--- config.mk ---
export PLATFORM = sky130hd
export DESIGN_NAME = midt_decoder
export DESIGN_NICKNAME = d
export VERILOG_FILES = /design/src/rtl/midt_pkg.sv /design/src/rtl/midt_phase_gen.sv /design/src/rtl/midt_decoder.sv
export SDC_FILE = /design/constraint.sdc
export NUM_CORES = 1
export LEC_CHECK = 0
export BUFFER_PORTS_ARGS = -buffer_cell sky130_fd_sc_hd__buf_2
export CORE_MARGIN = 2
export CORE_UTILIZATION = 48
export CTS_CLUSTER_DIAMETER = 30
export DETAILED_ROUTE_END_ITERATION = 6
export PLACE_DENSITY = 0.74
export SYNTH_ARGS = -nofsm -noshare
export SYNTH_HDL_FRONTEND = slang
export SYNTH_SLANG_ARGS = --single-unit
--- constraint.sdc ---
create_clock -name clk_sys -period 1.9 [get_ports clk_sys]
set_input_delay 0.475 -clock clk_sys [delete_from_list [all_inputs] [get_ports clk_sys]]
set_output_delay 0.475 -clock clk_sys [all_outputs]
set_load 0.05 [all_outputs]
--- src/rtl/midt_pkg.sv ---
// shared constants and types of the instruction decode and timing block
package midt_pkg;
    // instruction cycle framing, counted in oscillator periods of clk_sys
    localparam int OSC_PER_CYCLE = 4;
    localparam logic [1:0] PH_FIRST = 2'h0;
    localparam logic [1:0] PH_LAST = 2'(OSC_PER_CYCLE - 1);
    // top nibble of an instruction word
    localparam logic [3:0] NIB_BYTE_HI = 4'h5;
    localparam logic [3:0] NIB_BIT_HI = 4'h8;
    localparam logic [3:0] NIB_BIT_TEST = 4'h8;
    localparam logic [3:0] NIB_LIT = 4'h9;
    localparam logic [3:0] NIB_CTRL = 4'hA;
    localparam logic [3:0] NIB_DW_PTR = 4'hB;
    localparam logic [3:0] NIB_DW_MOVE = 4'hC;
    localparam logic [3:0] NIB_DW_CALL = 4'hD;
    localparam logic [3:0] NIB_DW_GOTO = 4'hE;
    localparam logic [3:0] NIB_SECOND = 4'hF;
    // sub operation in bits 11:8 of literal and control words
    localparam logic [3:0] SUB_CBR_MAX = 4'h7;
    localparam logic [3:0] SUB_RETURN = 4'h8;
    localparam logic [3:0] SUB_TABLE = 4'h9;
    localparam logic [3:0] SUB_NONE = 4'hA;
    localparam logic [3:0] SUB_JUMP = 4'hB;
    localparam logic [3:0] SUB_EXT_LO = 4'hC;
    // access bank split for unbanked register addresses
    localparam logic [7:0] ACC_SPLIT = 8'h80;
    localparam logic [3:0] ACC_LO_BANK = 4'h0;
    localparam logic [3:0] ACC_HI_BANK = 4'hF;
    // register offsets
    localparam logic [7:0] OFS_CTRL = 8'h00;
    localparam logic [7:0] OFS_STATUS = 8'h04;
    localparam logic [7:0] OFS_CYCLES = 8'h08;
    localparam logic [7:0] OFS_LASTWORD = 8'h0C;
    // control fields and reset values
    localparam int CTRL_EXT_BIT = 0;
    localparam int CTRL_CLR_BIT = 8;
    localparam logic CTRL_EXT_RST = 1'b0;
    // status fields
    localparam int STS_CLS_LSB = 0;
    localparam int STS_NOP_BIT = 3;
    localparam int STS_SEQ_BIT = 4;
    localparam int STS_JMP_BIT = 5;
    localparam int STS_CND_BIT = 6;
    localparam int STS_EXT_BIT = 7;
    // decoded instruction classes
    typedef enum logic [2:0] {CLS_NOP, CLS_BYTE, CLS_BIT, CLS_LIT, CLS_CTRL, CLS_DWORD} midt_class_t;
    // sequencer states
    typedef enum logic {SQ_EXEC, SQ_WORD2} midt_seq_t;
    // table pointer step modes, in field order
    typedef enum logic [1:0] {TBL_KEEP, TBL_POSTINC, TBL_POSTDEC, TBL_PREINC} midt_tbl_t;
endpackage

--- src/rtl/midt_phase_gen.sv ---
// oscillator period counter that frames each instruction cycle
`timescale 1ns/1ns
module midt_phase_gen import midt_pkg::*; (
    // clock and reset
    input wire logic clk_sys,
    input wire logic rst_n,
    // phase within the instruction cycle
    output logic [1:0] phase,
    output logic cycEnd
);
    typedef struct packed {
        logic [1:0] phase;
    } midt_ph_t;

    midt_ph_t st_r;
    midt_ph_t st_nxt;

    // four periods, wrapping; the last one closes the cycle
    always_comb begin
        st_nxt = st_r;
        st_nxt.phase = (st_r.phase == PH_LAST) ? PH_FIRST : st_r.phase + 2'h1;
    end

    always_ff @(posedge clk_sys or negedge rst_n) begin
        if (!rst_n) begin
            st_r <= '0;
        end else begin
            st_r <= st_nxt;
        end
    end

    assign phase = st_r.phase;
    assign cycEnd = (st_r.phase == PH_LAST);
endmodule

--- src/rtl/midt_decoder.sv ---
// instruction decoder and cycle sequencer of the 8-bit core
// Operation
// - decode 75 base plus 8 extended instructions
// - words are 16 bits; four take two
// - split word into opcode and operand fields
// - four classes, each routing its own fields
// - byte ops: register, destination, access selector
// - destination zero to accumulator, one to register
// - bit ops: register, bit number, access selector
// - literal ops: constant, pointer select, or none
// - control ops: address, shadow, table mode, none
// - lone second word executes as no-operation
// - taken test or jump adds nop cycle
// - double-word instructions take two cycles
// - instruction cycle equals four oscillator periods
// - taken skip over double word: three cycles
// - access selector picks access bank or bank register
// - 8-bit short address, 12-bit move addresses
// - table mode: keep, postinc, postdec, preinc
// - shadow selector one saves, zero untouched
`timescale 1ns/1ns
module midt_decoder import midt_pkg::*; (
    // clock and reset
    input wire logic clk_sys,
    input wire logic rst_n,
    // program memory side
    input wire logic [15:0] instrWord,
    output logic fetchReq,
    output logic [1:0] cycPhase,
    // datapath feedback
    input wire logic condTrue,
    input wire logic [3:0] bankSelectReg,
    // issue strobe for one period; decoded instruction held for one instruction cycle
    output logic issueStb,
    output logic nopCycle,
    output midt_class_t instrClass,
    output logic [5:0] opcField,
    output logic [7:0] fileAddr,
    output logic [11:0] effAddr,
    output logic bankedAccess,
    output logic destToFile,
    output logic [2:0] bitSel,
    output logic [11:0] literalVal,
    output logic [1:0] indirectPointerSel,
    output logic indirectPointerLoad,
    output logic condEval,
    output logic [2:0] condCode,
    output logic [7:0] relOffset,
    output logic pcLoad,
    output logic [19:0] progAddr,
    output logic shadowUpd,
    output logic tableOp,
    output midt_tbl_t tableAddressPointerMode,
    output logic [11:0] srcAddr,
    output logic [11:0] dstAddr,
    output logic workingAccumulatorWr,
    output logic fileWr,
    output logic extOp,
    output logic [2:0] extIdx,
    // register port
    input wire logic [7:0] regAddr,
    input wire logic [31:0] regWdata,
    input wire logic regWr,
    input wire logic regRd,
    output logic [31:0] regRdata
);
    typedef struct packed {
        midt_seq_t seq;
        logic pendCond;
        logic pendJump;
        logic [15:0] word1;
        logic fetch;
        logic issue;
        logic nop;
        midt_class_t cls;
        logic [5:0] opc;
        logic [7:0] fileAddr;
        logic [11:0] effAddr;
        logic banked;
        logic destFile;
        logic [2:0] bitSel;
        logic [11:0] literal;
        logic [1:0] ptrSel;
        logic ptrLoad;
        logic condEval;
        logic [2:0] condCode;
        logic [7:0] relOff;
        logic pcLoad;
        logic [19:0] progAddr;
        logic shadow;
        logic tblOp;
        midt_tbl_t tblMode;
        logic [11:0] srcAddr;
        logic [11:0] dstAddr;
        logic wrAcc;
        logic wrFile;
        logic extOp;
        logic [2:0] extIdx;
        logic extEn;
        logic [15:0] cycCnt;
        logic [15:0] lastWord;
        logic [31:0] rdData;
    } midt_state_t;

    midt_state_t st_r;
    midt_state_t st_nxt;
    logic [1:0] phase;
    logic cycEnd;
    logic killWord;

    // first word of a double-word instruction
    function automatic logic isDword(input logic [15:0] w);
        isDword = (w[15:12] >= NIB_DW_PTR) && (w[15:12] != NIB_SECOND);
    endfunction

    // class from the top nibble; a lone second word falls to nop
    function automatic midt_class_t classOf(input logic [15:0] w);
        if (w[15:12] <= NIB_BYTE_HI) begin
            classOf = CLS_BYTE;
        end else if (w[15:12] <= NIB_BIT_HI) begin
            classOf = CLS_BIT;
        end else if (w[15:12] == NIB_LIT) begin
            classOf = CLS_LIT;
        end else if (w[15:12] == NIB_CTRL) begin
            classOf = CLS_CTRL;
        end else if (isDword(w)) begin
            classOf = CLS_DWORD;
        end else begin
            classOf = CLS_NOP;
        end
    endfunction

    // unbanked addresses split between the two halves of the access bank
    function automatic logic [11:0] bankAddr(input logic a, input logic [7:0] f, input logic [3:0] bank);
        if (a) begin
            bankAddr = {bank, f};
        end else begin
            bankAddr = {(f >= ACC_SPLIT) ? ACC_HI_BANK : ACC_LO_BANK, f};
        end
    endfunction

    midt_phase_gen u_phase (
        .clk_sys(clk_sys),
        .rst_n(rst_n),
        .phase(phase),
        .cycEnd(cycEnd)
    );

    // the word fetched behind a taken test or a jump is stale
    assign killWord = st_r.pendJump | (st_r.pendCond & condTrue);

    // next state: register port, cycle counter and the per-cycle decode
    always_comb begin
        st_nxt = st_r;
        st_nxt.issue = 1'b0;
        st_nxt.fetch = 1'b0;
        st_nxt.rdData = 32'h0000_0000;
        // read answer stands only in the cycle after the strobe
        if (regRd) begin
            case (regAddr)
                OFS_CTRL: begin
                    st_nxt.rdData[CTRL_EXT_BIT] = st_r.extEn;
                end
                OFS_STATUS: begin
                    st_nxt.rdData[STS_CLS_LSB +: 3] = st_r.cls;
                    st_nxt.rdData[STS_NOP_BIT] = st_r.nop;
                    st_nxt.rdData[STS_SEQ_BIT] = st_r.seq;
                    st_nxt.rdData[STS_JMP_BIT] = st_r.pendJump;
                    st_nxt.rdData[STS_CND_BIT] = st_r.pendCond;
                    st_nxt.rdData[STS_EXT_BIT] = st_r.extOp;
                end
                OFS_CYCLES: begin
                    st_nxt.rdData[15:0] = st_r.cycCnt;
                end
                OFS_LASTWORD: begin
                    st_nxt.rdData[15:0] = st_r.lastWord;
                end
                default: begin
                    st_nxt.rdData = 32'h0000_0000;
                end
            endcase
        end
        if (cycEnd) begin
            st_nxt.cycCnt = st_r.cycCnt + 16'h0001;
        end
        // clear wins over the count: software wants a clean zero
        if (regWr && regAddr == OFS_CTRL) begin
            st_nxt.extEn = regWdata[CTRL_EXT_BIT];
            if (regWdata[CTRL_CLR_BIT]) begin
                st_nxt.cycCnt = 16'h0000;
            end
        end
        if (cycEnd) begin
            // default every cycle to a harmless nop with no write enables
            st_nxt.fetch = 1'b1;
            st_nxt.lastWord = instrWord;
            st_nxt.issue = 1'b1;
            st_nxt.nop = 1'b1;
            st_nxt.cls = CLS_NOP;
            st_nxt.wrAcc = 1'b0;
            st_nxt.wrFile = 1'b0;
            st_nxt.shadow = 1'b0;
            st_nxt.tblOp = 1'b0;
            st_nxt.ptrLoad = 1'b0;
            st_nxt.pcLoad = 1'b0;
            st_nxt.condEval = 1'b0;
            st_nxt.extOp = 1'b0;
            st_nxt.pendCond = 1'b0;
            st_nxt.pendJump = 1'b0;
            st_nxt.opc = instrWord[15:10];
            if (st_r.seq == SQ_WORD2) begin
                // both words in hand: issue the double-word instruction
                st_nxt.seq = SQ_EXEC;
                st_nxt.nop = 1'b0;
                st_nxt.cls = CLS_DWORD;
                st_nxt.opc = st_r.word1[15:10];
                case (st_r.word1[15:12])
                    NIB_DW_MOVE: begin
                        st_nxt.srcAddr = st_r.word1[11:0];
                        st_nxt.dstAddr = instrWord[11:0];
                        st_nxt.wrFile = 1'b1;
                    end
                    NIB_DW_CALL: begin
                        st_nxt.progAddr = {instrWord[11:0], st_r.word1[7:0]};
                        st_nxt.shadow = st_r.word1[8];
                        st_nxt.pcLoad = 1'b1;
                    end
                    NIB_DW_GOTO: begin
                        st_nxt.progAddr = {instrWord[11:0], st_r.word1[7:0]};
                        st_nxt.pcLoad = 1'b1;
                    end
                    default: begin
                        // pointer load with a 12-bit constant
                        st_nxt.ptrSel = st_r.word1[5:4];
                        st_nxt.literal = {st_r.word1[3:0], instrWord[7:0]};
                        st_nxt.ptrLoad = 1'b1;
                    end
                endcase
            end else if (killWord) begin
                // stale word dropped; a dropped first word leaves its
                // second word to arrive next and run as nop as well
                st_nxt.nop = 1'b1;
            end else if (isDword(instrWord)) begin
                // first word: wait one cycle for the second, writing nothing
                st_nxt.seq = SQ_WORD2;
                st_nxt.word1 = instrWord;
                st_nxt.issue = 1'b0;
            end else begin
                // single word: route the fields of its class
                st_nxt.nop = 1'b0;
                st_nxt.cls = classOf(instrWord);
                st_nxt.fileAddr = instrWord[7:0];
                st_nxt.banked = instrWord[8];
                st_nxt.destFile = instrWord[9];
                st_nxt.effAddr = bankAddr(instrWord[8], instrWord[7:0], bankSelectReg);
                st_nxt.bitSel = instrWord[11:9];
                st_nxt.literal = {4'h0, instrWord[7:0]};
                st_nxt.relOff = instrWord[7:0];
                case (classOf(instrWord))
                    CLS_BYTE: begin
                        st_nxt.wrAcc = ~instrWord[9];
                        st_nxt.wrFile = instrWord[9];
                    end
                    CLS_BIT: begin
                        // bit test skips the next word when true
                        if (instrWord[15:12] == NIB_BIT_TEST) begin
                            st_nxt.condEval = 1'b1;
                            st_nxt.pendCond = 1'b1;
                        end else begin
                            st_nxt.wrFile = 1'b1;
                        end
                    end
                    CLS_LIT: begin
                        if (instrWord[11:8] >= SUB_EXT_LO) begin
                            st_nxt.extOp = st_r.extEn;
                            st_nxt.extIdx = {1'b1, instrWord[9:8]};
                            st_nxt.nop = ~st_r.extEn;
                            st_nxt.cls = st_r.extEn ? CLS_LIT : CLS_NOP;
                        end else begin
                            st_nxt.wrAcc = (instrWord[11:8] != SUB_NONE);
                        end
                    end
                    CLS_CTRL: begin
                        if (instrWord[11:8] <= SUB_CBR_MAX) begin
                            st_nxt.condEval = 1'b1;
                            st_nxt.condCode = instrWord[10:8];
                            st_nxt.pendCond = 1'b1;
                        end else if (instrWord[11:8] == SUB_RETURN) begin
                            st_nxt.shadow = instrWord[0];
                            st_nxt.pcLoad = 1'b1;
                            st_nxt.pendJump = 1'b1;
                        end else if (instrWord[11:8] == SUB_TABLE) begin
                            st_nxt.tblOp = 1'b1;
                            st_nxt.tblMode = midt_tbl_t'(instrWord[1:0]);
                        end else if (instrWord[11:8] == SUB_JUMP) begin
                            st_nxt.pcLoad = 1'b1;
                            st_nxt.pendJump = 1'b1;
                        end else if (instrWord[11:8] >= SUB_EXT_LO) begin
                            st_nxt.extOp = st_r.extEn;
                            st_nxt.extIdx = {1'b0, instrWord[9:8]};
                            st_nxt.nop = ~st_r.extEn;
                            st_nxt.cls = st_r.extEn ? CLS_CTRL : CLS_NOP;
                        end
                    end
                    default: begin
                        st_nxt.nop = 1'b1;
                    end
                endcase
            end
        end
    end

    // single register stage for all state
    always_ff @(posedge clk_sys or negedge rst_n) begin
        if (!rst_n) begin
            st_r <= '0;
        end else begin
            st_r <= st_nxt;
        end
    end

    // outputs straight from the state flops
    assign fetchReq = st_r.fetch;
    assign cycPhase = phase;
    assign issueStb = st_r.issue;
    assign nopCycle = st_r.nop;
    assign instrClass = st_r.cls;
    assign opcField = st_r.opc;
    assign fileAddr = st_r.fileAddr;
    assign effAddr = st_r.effAddr;
    assign bankedAccess = st_r.banked;
    assign destToFile = st_r.destFile;
    assign bitSel = st_r.bitSel;
    assign literalVal = st_r.literal;
    assign indirectPointerSel = st_r.ptrSel;
    assign indirectPointerLoad = st_r.ptrLoad;
    assign condEval = st_r.condEval;
    assign condCode = st_r.condCode;
    assign relOffset = st_r.relOff;
    assign pcLoad = st_r.pcLoad;
    assign progAddr = st_r.progAddr;
    assign shadowUpd = st_r.shadow;
    assign tableOp = st_r.tblOp;
    assign tableAddressPointerMode = st_r.tblMode;
    assign srcAddr = st_r.srcAddr;
    assign dstAddr = st_r.dstAddr;
    assign workingAccumulatorWr = st_r.wrAcc;
    assign fileWr = st_r.wrFile;
    assign extOp = st_r.extOp;
    assign extIdx = st_r.extIdx;
    assign regRdata = st_r.rdData;
endmodule

==> summary.txt, run 1 <==
OUTCOME
--------------------------------------------------------------------------------
Status                                                                 completed

WORST SETUP PATH
--------------------------------------------------------------------------------
CP Cell Sequence                                                    ha_4, nand4_1, buf_4, nor3_4, buf_12, buf_12, mux2_2
Register-to-Register Setup Slack                                           60 ps
Worst setup path category                                                reg2reg
Worst path bufs/invs                                                           3
Top cell by count, worst path                                       sky130_fd_sc_hd__buf_12
CP delay by family, top                                             buffers and inverters
Kind of end point of the critical path                                  register
Signal arrival time at the worst endpoint                                2140 ps
Critical path's largest stage delay                                       390 ps
Worst setup SP type                                                     register
Critical path's slowest cell                                        sky130_fd_sc_hd__dfrtp_2
Reg-to-reg endpoint                                                  srcAddr[10]
Data required, critical path                                             2200 ps
Reg2Reg Launch Point                                                u_phase.phase[1]
Worst Reg2Reg Path Length in Cells                                             7
Top fanout value on the critical path                                         11

HOLD PATH
--------------------------------------------------------------------------------
Path category of the worst min-delay check                                in2reg
Startpoint of the worst hold path                                    regWdata[0]
Hold path endpoint                                                      st_r[64]
Number of cells on the worst hold path                                         2

YOSYS
--------------------------------------------------------------------------------
Synth unique cells                                                            55
Cell type contributing the most total cell area after synthesis     sky130_fd_sc_hd__dfrtp_1
Sequential area share after synthesis                                      52.1%
Yosys top cell area share                                                  52.1%
Fraction of synthesized area in multiplexers                               16.6%
Compound-cell area share of the yosys netlist                              6.89%
Post-synthesis share of cell area spent on xor and xnor gates              1.92%
Async set-or-reset flop fraction in the synthesized netlist                 100%
Yosys warns                                                                    0
Post-Syn Area                                                       0.00821 sq mm
Main combinational cell family by area after synthesis              multiplexers
Most used DFF post-synth                                            sky130_fd_sc_hd__dfrtp_1
Post-Syn Area per Cell                                                12.1 sq um
Flop and latch count out of synthesis                                        171
EDFF count, synth                                                              0
Adder-Cell Fraction of Synth Area                                         0.305%
Cell types occupying the most area after synthesis                  sky130_fd_sc_hd__dfrtp_1 52%, sky130_fd_sc_hd__mux2_2 13%, sky130_fd_sc_hd__buf_4 13%, sky130_fd_sc_hd__nor2_1 2.5%, sky130_fd_sc_hd__mux2i_1 1.7%
Gate Count Post-Synth                                                        680
Area fraction in and, or, nand and nor cells after synthesis               7.07%

DETAILED ROUTING
--------------------------------------------------------------------------------
Final routed DRC violation total                                               0
Vias per Instance                                                           5.14
Total Routed Length                                                      17.8 mm
Top Metal Used                                                              met4
Number of iterations in the first detailed-routing pass                        5
WL met3                                                                  1.21 mm
DR vias                                                                     5112
Routed met1 length                                                       7.81 mm
Post-DR wirelength/cell                                                  17.9 um
Initial DRC count                                                            192
Antenna-violating nets left                                                    0
Metal2 WL                                                                8.59 mm

CTS
--------------------------------------------------------------------------------
Insertion delay of the later-clocked pin in the worst-skew pair           420 ps
CTS tree                                                                    done
Maximum clock insertion buffer count                                           2
Root buffer cell                                                    sky130_fd_sc_hd__clkbuf_16
H-tree levels                                                                  4
Number of buffers added by the clock tree synthesis step                      17
Worst-path clk slew                                                        70 ps
# clock sinks                                                                171

GLOBAL ROUTE
--------------------------------------------------------------------------------
Largest net degree at the start of global routing                             57
First-pass GRT wire length                                               28.1 mm
Via count of the first global-routing pass                                  5074
All-layer global routing usage                                             20.2%
Overflow left after global routing                                             0
Number of antenna violations at the first check in global routing              0

TIMING
--------------------------------------------------------------------------------
Count of final max-slew check failures                                         0
Final setup violation count                                                    0
Minimum clock period                                                     1840 ps
Final worst path period share                                              96.8%
Max Clk Rate                                                             544 MHz
Final setup skew                                                         8.28 ps
Unrepaired setup endpoints after global routing                              yes
Final count of hold timing violations                                          0

LAYOUT
--------------------------------------------------------------------------------
NumNets Final                                                                829
Layout-stage area growth over the synthesis result                         13.5%
Share of layout cells above drive strength 1                               47.1%
Antenna diode instance count                                                   0
Post-Route Utilization                                                     56.0%

POWER
--------------------------------------------------------------------------------
Power density over the cells                                        1150 mW/mm^2
Leakage                                                               0.00464 uW
Overall power consumption                                               10700 uW
Worst VDD drop                                                            863 uV

DIE
--------------------------------------------------------------------------------
Die Span X                                                                135 um
Starting density of the core                                               49.3%
Number of primary I/O pins                                                   218
Die span in y                                                             135 um
# rows                                                                        47
Core outline area                                                   0.0166 sq mm
Die area                                                            0.0182 sq mm

RUN
--------------------------------------------------------------------------------
Count of maximum capacitance violations                                        0

PLACEMENT
--------------------------------------------------------------------------------
Routability Congestion                                                     0.815
Number of input and output port buffers inserted                             171
Placed wire-length estimate after detailed placement                     12.4 mm

[cell usage after synthesis (all sizes together) (4+ instances only)]
| library cell | instances |
|---|---|
| a21oi | 26 |
| a22o | 14 |
| a31oi | 6 |
| a32o | 4 |
| buf | 155 |
| clkbuf | 13 |
| dfrtp | 171 |
| inv | 10 |
| mux2 | 104 |
| mux2i | 14 |
| nand2 | 18 |
| nand2b | 4 |
| nand4 | 8 |
| nor2 | 54 |
| nor3 | 5 |
| nor4 | 6 |
| o21ai | 6 |
| xnor2 | 13 |
| xor2 | 5 |
[placed cells by master (no fill, tap or decap), drive strengths merged, types with 5 or more instances in the layout]
master / synthesis / layout
xnor2: 13 / 13
o21ai: 6 / 6
inv: 10 / 12
a21oi: 26 / 26
nor4: 6 / 6
a31oi: 6 / 6
xor2: 5 / 5
mux2i: 14 / 14
nor3: 5 / 5
dfrtp: 171 / 171
nand4: 8 / 8
nand2: 18 / 18
a22o: 14 / 14
clkbuf: 13 / 24
conb: 1 / 16
buf: 155 / 213
mux2: 104 / 104
nor2: 54 / 54
[logic make-up after synthesis]
kind of cell,Yosys count
buf+inv,178
simple gates,114
mux,119
fa+ha+maj,2
flops,171
compound gates,77
other cells,1
xor+xnor,18
[worst max-delay path by stage]
stage                startpoint       endpoint  slack, ps  depth (start not counted)
6_report       u_phase.phase[1]    srcAddr[10]         60                          7
4_1_cts        u_phase.phase[1]   progAddr[16]         60                          6
5_1_grt        u_phase.phase[0]     dstAddr[7]        -30                          7
2_1_floorplan  u_phase.phase[0]     dstAddr[5]        -50                          6
3_5_place_dp      instrWord[14]  literalVal[0]          1                          6
3_3_place_gp      instrWord[14]  literalVal[1]         30                          6
[metal layers]
metal  vias up  track usage, %
met3        19            5.33
met1      2537            27.7
met2       186            32.1
met5         -               0
li1       2370               -
met4         0            5.09
[stage by stage]
stage	instance area [sq um]	std cells	setup WS, ps	setup TNS, ps	hold slack (ps)
finish	9320	995	60.2	0	293
global route	9320	995	-32.6	-477	281
CTS	9230	991	57.2	0	285
detailed placement	8630	958	1.38	0	390
global placement	8630	958	33.3	0	390
floorplan	8290	695	-51.7	-965	179
[registers in the layout, summed over array words and instances, names as in the netlist, 3 cells and up]
register and flops:
literalVal 12, regRdata 16, progAddr 20, opcField 6
effAddr 12, dstAddr 12, instrClass 3, st_r 52
condCode 3, bitSel 3, srcAddr 12, extIdx 3
[final cells by class]
type | count | area (sq um)
fill | 1419 | 7320
timing repair buffer | 216 | 1360
multi-input combinational | 346 | 2770
clock buffer | 22 | 474
inverter | 10 | 37.5
clock inverter | 10 | 113
sequential | 171 | 4280
tap | 220 | 275
[power by group]
part / internal (uW) / switching (uW) / total, uW
registers: 4120 / 343 / 4460
clock network: 2040 / 1410 / 3450
logic: 741 / 2060 / 2800
[repair_timing]
action / 4_1_cts / 5_1_grt
resized for setup: 0 / 3
hold endpoints to repair: 29 / 0
hold buffers: 1 / 0
buffers inserted: 0 / 2
setup endpoints to repair: 0 / 25
Power figures use the tool's default switching activity.
==> run 2: changes to the inputs <==
--- a/config.mk
+++ b/config.mk
@@ -5,7 +5,7 @@
 export SDC_FILE = /design/constraint.sdc
 export NUM_CORES = 1
 export LEC_CHECK = 0
-export BUFFER_PORTS_ARGS = -buffer_cell sky130_fd_sc_hd__buf_2
+export BUFFER_PORTS_ARGS = -buffer_cell sky130_fd_sc_hd__buf_4
 export CORE_MARGIN = 2
 export CORE_UTILIZATION = 48
 export CTS_CLUSTER_DIAMETER = 30
==> run 2 against run 1 <==
Compared with the run above: routed wire length up 2.8%; count of clock-buffer cells in the layout down 4; cell count down 0.60%; worst hold slack about the same; fmax up 3.9%; cell area up 3.7%; critical path type unchanged; largest power group unchanged.
==> summary.txt, run 2 (same netlist as run 1, synthesis figures left out) <==
OUTCOME
--------------------------------------------------------------------------------
Status                                                                 completed

PLACEMENT
--------------------------------------------------------------------------------
Number of input and output port buffers inserted                             171   unchanged
Routability Congestion                                                     0.890   +9.3%
Cell Count Post-Placement                                                    954   -0.42%
Placed wire-length estimate after detailed placement                     13.1 mm   +5.5%
Placed cell area                                                    0.00899 sq mm   +4.1%

TIMING
--------------------------------------------------------------------------------
Count of final max-slew check failures                                         0   unchanged
Unrepaired setup endpoints after global routing                               no
Minimum clock period                                                     1770 ps   -69.6 ps
Final count of hold timing violations                                          0   unchanged
Final setup skew                                                         14.0 ps   +5.71 ps
Final setup violation count                                                    0   unchanged
Max Clk Rate                                                             565 MHz   +3.9%
Setup_tns                                                                   0 ps   unchanged
Final worst path period share                                              93.2%   -3.7 points

WORST SETUP PATH
--------------------------------------------------------------------------------
Worst path bufs/invs                                                           1   -2
Kind of end point of the critical path                                  register
Worst setup SP type                                                     register
Signal arrival time at the worst endpoint                                2080 ps   -60 ps
Worst Reg2Reg Path Length in Cells                                             5   -2
Worst setup path category                                                reg2reg
Critical path's slowest cell                                        sky130_fd_sc_hd__dfrtp_2
Top fanout value on the critical path                                         11   unchanged
Critical path's largest stage delay                                       400 ps   about the same
CP delay by family, top                                             simple AND/OR/NAND/NOR gates
Crit. path cell count                                                          5   -2
CP Cell Sequence                                                    ha_4, nand4_1, nor3_4, buf_4, mux2_2
Data required, critical path                                             2210 ps   about the same

DETAILED ROUTING
--------------------------------------------------------------------------------
Number of iterations in the first detailed-routing pass                        5   unchanged
DR vias                                                                     5204   +1.8%
Vias per Instance                                                           5.26   +2.4%
Final routed DRC violation total                                               0   unchanged
Total Routed Length                                                      18.3 mm   +2.8%
Initial DRC count                                                            264   +38%
Post-DR wirelength/cell                                                  18.5 um   +3.4%
Antenna-violating nets left                                                    0   unchanged

CTS
--------------------------------------------------------------------------------
CTS tree                                                                    done
Root buffer cell                                                    sky130_fd_sc_hd__clkbuf_16
Worst-path clk slew                                                        60 ps   about the same
Insertion delay of the later-clocked pin in the worst-skew pair           430 ps   about the same
H-tree levels                                                                  4   unchanged
Maximum clock insertion buffer count                                           2   unchanged
# clock sinks                                                                171   unchanged
Number of buffers added by the clock tree synthesis step                      17   unchanged

GLOBAL ROUTE
--------------------------------------------------------------------------------
Overflow left after global routing                                             0   unchanged
First-pass GRT wire length                                               29.3 mm   +4.3%
Via count of the first global-routing pass                                  5373   +5.9%
Number of antenna violations at the first check in global routing              0   unchanged
All-layer global routing usage                                             21.0%   +0.78 points
Largest net degree at the start of global routing                             63   +11%

DIE
--------------------------------------------------------------------------------
Starting density of the core                                               49.3%   unchanged
Die area                                                            0.0182 sq mm   unchanged
# rows                                                                        47   unchanged
Die Span X                                                                135 um   unchanged
Die span in y                                                             135 um   unchanged
Number of primary I/O pins                                                   218   unchanged
Core outline area                                                   0.0166 sq mm   unchanged

LAYOUT
--------------------------------------------------------------------------------
Share of layout cells above drive strength 1                               47.2%   +0.11 points
Most common cell after layout, fill and taps aside                  sky130_fd_sc_hd__buf_4
Top library cells by usage in the layout, fill and taps aside       202 x sky130_fd_sc_hd__buf_4, 169 x sky130_fd_sc_hd__dfrtp_1, 97 x sky130_fd_sc_hd__mux2_2, 53 x sky130_fd_sc_hd__nor2_1, 25 x sky130_fd_sc_hd__a21oi_1
Largest register FFs                                                          52   unchanged
Antenna diode instance count                                                   0   unchanged
Finished layout cell area                                           0.00966 sq mm   +3.7%
Number of standard cells in the final layout excluding fillers               989   -0.60%
Layout-stage area growth over the synthesis result                         17.7%
NumNets Final                                                                823   -0.72%
Biggest register                                                            st_r

HOLD PATH
--------------------------------------------------------------------------------
Path category of the worst min-delay check                                in2reg
Number of cells on the worst hold path                                         2   unchanged

POWER
--------------------------------------------------------------------------------
Leakage                                                               0.00468 uW   +0.72%
Power density over the cells                                        1160 mW/mm^2   +1.2%
Overall power consumption                                               11200 uW   +4.9%
Worst VDD drop                                                            737 uV   -15%

RUN
--------------------------------------------------------------------------------
Count of maximum capacitance violations                                        0   unchanged

-- run 2: worst paths after layout --
kind | from | endpoint | slack (ps)
max | u_phase.phase[0] | dstAddr[1] | 130
min | regWdata[0] | st_r[64] | 290
max reg2reg | u_phase.phase[0] | dstAddr[1] | 130
min reg2reg | u_phase.phase[0] | u_phase.phase[0] | 470
max in group asynchronous | rst_n | progAddr[14] | 760
min in group asynchronous | rst_n | u_phase.phase[0] | 510
-- run 2: final cells by class --
cell class,instances,area [sq um]
clock buffer,18,439
clock inverter,14,193
fill,1355,6980
inverter,10,37.5
multi-input combinational,346,2780
sequential,171,4280
tap,220,275
timing repair buffer,210,1660
-- run 2: what timing repair did --
| item | CTS | global route |
|---|---|---|
| hold endpoints to repair | 30 | 0 |
| buffers inserted | 0 | 2 |
| hold buffers | 1 | 0 |
| resized for setup | 0 | 3 |
| endpoints found under the setup margin | 0 | 17 |
-- run 2: where the power goes --
part	internal (uW)	leakage [uW]	total [uW]	switching, uW
logic	985	0.00219	3050	2070
registers	4120	0.00219	4510	387
clock network	2240	0.000303	3670	1440
total	7340	0.00468	11200	3890
-- run 2: stage by stage --
stage	util, %	hold WS (ps)	setup WS [ps]
after global routing	58.1	281	3.41
after floorplan	-	179	-51.7
after CTS	57.9	270	49.4
after global placement	54.0	387	-16.4
after detailed placement	54.0	389	-29.7
final	58.1	293	130
-- run 2: layer usage --
metal  track usage (%)  vias to the layer above  part of all wire [%]
met5                 0                        -                     0
met3              5.33                       20                   7.8
met2              34.4                      226                    49
met1              27.1                     2598                    42
met4              7.37                        0                   1.8
li1                  -                     2360                     -
==> run 3: changes to the inputs <==
--- a/config.mk
+++ b/config.mk
@@ -5,12 +5,12 @@
 export SDC_FILE = /design/constraint.sdc
 export NUM_CORES = 1
 export LEC_CHECK = 0
+export ABC_AREA = 1
 export BUFFER_PORTS_ARGS = -buffer_cell sky130_fd_sc_hd__buf_4
 export CORE_MARGIN = 2
 export CORE_UTILIZATION = 48
-export CTS_CLUSTER_DIAMETER = 30
 export DETAILED_ROUTE_END_ITERATION = 6
-export PLACE_DENSITY = 0.74
+export PLACE_DENSITY = 0.73
 export SYNTH_ARGS = -nofsm -noshare
 export SYNTH_HDL_FRONTEND = slang
 export SYNTH_SLANG_ARGS = --single-unit
==> constraint.sdc (replaced) <==
create_clock -name clk_sys -period 1.9 [get_ports clk_sys]
set_input_delay 0.095 -clock clk_sys [delete_from_list [all_inputs] [get_ports clk_sys]]
set_output_delay 0.095 -clock clk_sys [all_outputs]
set_load 0.05 [all_outputs]
==> run 3 against run 2 <==
Compared with the run above: count of clock-buffer cells in the layout decreased by 1; combinational power increased by 6.9%; first-iteration DRC count increased by 47%; global-route usage increased by 0.88 points; register-to-register slack improved by 40 ps; utilization decreased by 0.63 points; synthesized area increased by 1.8%; worst setup slack improved by 45 ps; cell area increased by 2.1%; largest power group unchanged.
==> summary.txt, run 3 <==
CTS
--------------------------------------------------------------------------------
Worst-path clk slew                                                        70 ps   about the same
CTS tree                                                                    done
Root buffer cell                                                    sky130_fd_sc_hd__clkbuf_16
Number of buffers added by the clock tree synthesis step                      17   unchanged
Insertion delay of the later-clocked pin in the worst-skew pair           440 ps   about the same
Maximum clock insertion buffer count                                           2   unchanged
# clock sinks                                                                171   unchanged
Post-CTS setup buffer count                                                    0   unchanged
H-tree levels                                                                  4   unchanged

TIMING
--------------------------------------------------------------------------------
Slew at the pin closest to its max-slew limit                             522 ps
Count of final max-slew check failures                                         0   unchanged
Unrepaired setup endpoints after global routing                               no
Final setup violation count                                                    0   unchanged
Final worst path period share                                              90.8%   -2.4 points
Final setup skew                                                         7.62 ps   -6.36 ps
Final count of hold timing violations                                          0   unchanged
Setup_tns                                                                   0 ps   unchanged
Max transition margin                                                      65.0%
Minimum clock period                                                     1730 ps   -44.9 ps
Max Clk Rate                                                             580 MHz   +2.6%

RUN
--------------------------------------------------------------------------------
Count of maximum capacitance violations                                        0   unchanged

PLACEMENT
--------------------------------------------------------------------------------
Placed wire-length estimate after detailed placement                     14.3 mm   +9.3%
Number of input and output port buffers inserted                             171   unchanged
Routability Congestion                                                     0.891   about the same
Cell Count Post-Placement                                                   1223   +28%

DIE
--------------------------------------------------------------------------------
Die span in y                                                             136 um   +0.88%
Die Span X                                                                136 um   +0.88%
Core outline area                                                   0.0172 sq mm   +3.2%
# rows                                                                        48   +2.1%
Starting density of the core                                               48.7%   -0.66 points
Die area                                                            0.0185 sq mm   +1.8%
Number of primary I/O pins                                                   218   unchanged

LAYOUT
--------------------------------------------------------------------------------
Antenna diode instance count                                                   0   unchanged
Top library cells by usage in the layout, fill and taps aside       235 x sky130_fd_sc_hd__nand2_1, 190 x sky130_fd_sc_hd__buf_4, 170 x sky130_fd_sc_hd__dfrtp_1, 85 x sky130_fd_sc_hd__nand3_1, 71 x sky130_fd_sc_hd__inv_1
Layout-stage area growth over the synthesis result                         18.0%
Number of standard cells in the final layout excluding fillers              1278   +29%
Most common cell after layout, fill and taps aside                  sky130_fd_sc_hd__nand2_1
Share of layout cells above drive strength 1                               26.3%   -21 points
FILL cells                                                                  1609   +19%
NumNets Final                                                               1107   +35%
Biggest register                                                            st_r
Largest register FFs                                                          52   unchanged

WORST SETUP PATH
--------------------------------------------------------------------------------
Signal arrival time at the worst endpoint                                2030 ps   -50 ps
Top fanout value on the critical path                                         34   +23
Register-to-Register Setup Slack                                          170 ps   +40 ps
Data required, critical path                                             2210 ps   about the same
Worst setup SP type                                                     register
Worst setup path category                                                reg2reg
Worst Reg2Reg Path Length in Cells                                             7   +2
Kind of end point of the critical path                                  register
Reg-to-reg endpoint                                                   effAddr[4]
Reg2Reg Launch Point                                                u_phase.phase[0]

YOSYS
--------------------------------------------------------------------------------
Post-Syn Area per Cell                                                8.75 sq um   -27%
Post-Syn Area                                                       0.00836 sq mm   +1.8%
Count leader, synth                                                 sky130_fd_sc_hd__nand2_1
Most used DFF post-synth                                            sky130_fd_sc_hd__dfrtp_1
Gate Count Post-Synth                                                        955   +40%
Flop and latch count out of synthesis                                        171   unchanged
Most frequent cells after synthesis                                 235 x sky130_fd_sc_hd__nand2_1, 171 x sky130_fd_sc_hd__dfrtp_1, 141 x sky130_fd_sc_hd__buf_4
Yosys warns                                                                    0   unchanged
Synth unique cells                                                            36   -35%
Sequential area share after synthesis                                      51.2%   -0.94 points
Async set-or-reset flop fraction in the synthesized netlist                 100%   unchanged
EDFF count, synth                                                              0   unchanged
Cell types occupying the most area after synthesis                  sky130_fd_sc_hd__dfrtp_1 51%, sky130_fd_sc_hd__buf_4 13%, sky130_fd_sc_hd__nand2_1 11%, sky130_fd_sc_hd__nand3_1 5.1%, sky130_fd_sc_hd__inv_1 3.2%
Cell type contributing the most total cell area after synthesis     sky130_fd_sc_hd__dfrtp_1
Yosys top cell area share                                                  51.2%   -0.94 points

GLOBAL ROUTE
--------------------------------------------------------------------------------
Met2 track demand over resource                                            33.6%   -0.85 points
Largest net degree at the start of global routing                             54   -14%
Peak-usage layer in the global routing report                               met2
Via count of the first global-routing pass                                  5773   +7.4%
Overflow left after global routing                                             0   unchanged
Met1 track demand over resource in global routing                          30.8%   +3.7 points
All-layer global routing usage                                             21.8%   +0.88 points
First-pass GRT wire length                                               30.8 mm   +5.1%
Number of antenna violations at the first check in global routing              0   unchanged
Global Route met3 Usage                                                    4.62%   -0.71 points

POWER
--------------------------------------------------------------------------------
Leakage                                                               0.00516 uW   +10%
Worst VDD drop                                                            748 uV   +1.5%
Power density over the cells                                        1130 mW/mm^2   -2.7%

DETAILED ROUTING
--------------------------------------------------------------------------------
Total Routed Length                                                      19.8 mm   +8.0%
Final routed DRC violation total                                               0   unchanged
DR vias                                                                     6316   +21%
Post-DR wirelength/cell                                                  15.5 um   -16%
Initial DRC count                                                            387   +47%
Number of iterations in the first detailed-routing pass                        5   unchanged
Vias per Instance                                                           4.94   -6.1%
Antenna-violating nets left                                                    0   unchanged

HOLD PATH
--------------------------------------------------------------------------------
Startpoint of the worst hold path                                   instrWord[12]
Hold path endpoint                                                     shadowUpd
Path category of the worst min-delay check                                in2reg
Number of cells on the worst hold path                                         4   +2

OUTCOME
--------------------------------------------------------------------------------
Status                                                                 completed

-- run 3: cell types whose count changed in the layout (fill, tap and decap cells not counted), sizes merged, moves of 11 or more --
cell | previous run | this run
buf | 209 | 196
nand3 | 3 | 89
dlygate4sd3 | 1 | 23
inv | 12 | 86
xnor2 | 13 | 2
mux2i | 14 | 0
a22o | 14 | 0
nand2 | 18 | 240
o21ai | 6 | 102
mux2 | 104 | 0
-- run 3: area by class of cell --
class	count	area, sq um	area share [%]
Multi-Input combinational cell	549	2620	26.6
Clock inverter	15	178	1.80
Inverter	82	308	3.12
Timing Repair Buffer	219	1770	17.9
Tap cell	225	282	2.85
Clock buffer	17	425	4.31
Sequential cell	171	4280	43.4
-- run 3: critical path, cell delays in order, from the launching register on --
cell and delay (ps):
sky130_fd_sc_hd__dfrtp_2 370, sky130_fd_sc_hd__ha_2 290, sky130_fd_sc_hd__inv_2 90, sky130_fd_sc_hd__nor2_4 190, sky130_fd_sc_hd__nand3_4 190, sky130_fd_sc_hd__buf_4 300
sky130_fd_sc_hd__nand2_1 100, sky130_fd_sc_hd__o21ai_1 60
-- run 3: kinds of logic (layout without fill, tap and decap cells) --
family | Yosys count | after routing | synth area share (%)
AO/OA/AOI/OAI | 132 | 132 | 9.24
AND/OR/NAND/NOR | 395 | 395 | 20.7
buffers and inverters | 250 | 333 | 18.1
adder cells (fa/ha/maj) | 2 | 2 | 0.299
flip-flops | 171 | 171 | 51.2
other | 1 | 16 | 0.0449
XOR/XNOR | 4 | 4 | 0.419
-- run 3: power by group --
| group | switching (uW) | internal [uW] |
|---|---|---|
| combinational | 2340 | 927 |
| sequential | 332 | 4130 |
| clock | 1660 | 1780 |
| total | 4330 | 6830 |
-- run 3: per-stage QoR --
step	worst slack [ps]	cell area, sq um	power [uW]	util (%)	hold WS, ps
3_5_place_dp	77.7	9030	7770	52.6	82.9
5_1_grt	27.7	9860	11600	57.4	41.8
2_1_floorplan	4.88	8420	7290	-	-201
3_3_place_gp	118	9030	7710	52.6	79.2
6_report	175	9860	11200	57.4	24.0
4_1_cts	65.1	9860	11200	57.4	9.95
-- run 3: how the worst max path moves through the flow --
stage / from / endpoint / slack [ps] / cells after the start
final: u_phase.phase[0] / effAddr[4] / 170 / 7
after global routing: u_phase.phase[0] / st_r[63] / 30 / 10
after CTS: u_phase.phase[0] / effAddr[1] / 70 / 7
after detailed placement: u_phase.phase[0] / literalVal[11] / 80 / 7
after global placement: u_phase.phase[0] / effAddr[0] / 120 / 7
after floorplan: u_phase.phase[1] / st_r[62] / 5 / 9
-- run 3: timing repair --
| action | CTS | global route |
|---|---|---|
| resized for setup | 0 | 1 |
| endpoints found under the setup margin | 0 | 30 |
| hold endpoints to repair | 76 | 0 |
| hold buffers | 23 | 0 |
-- run 3: per-layer routing --
metal	share of wire (%)	vias to the layer above
li1	-	3088
met1	46	3016
met2	47	184
met3	4.7	28
met4	2.3	0
met5	0	-
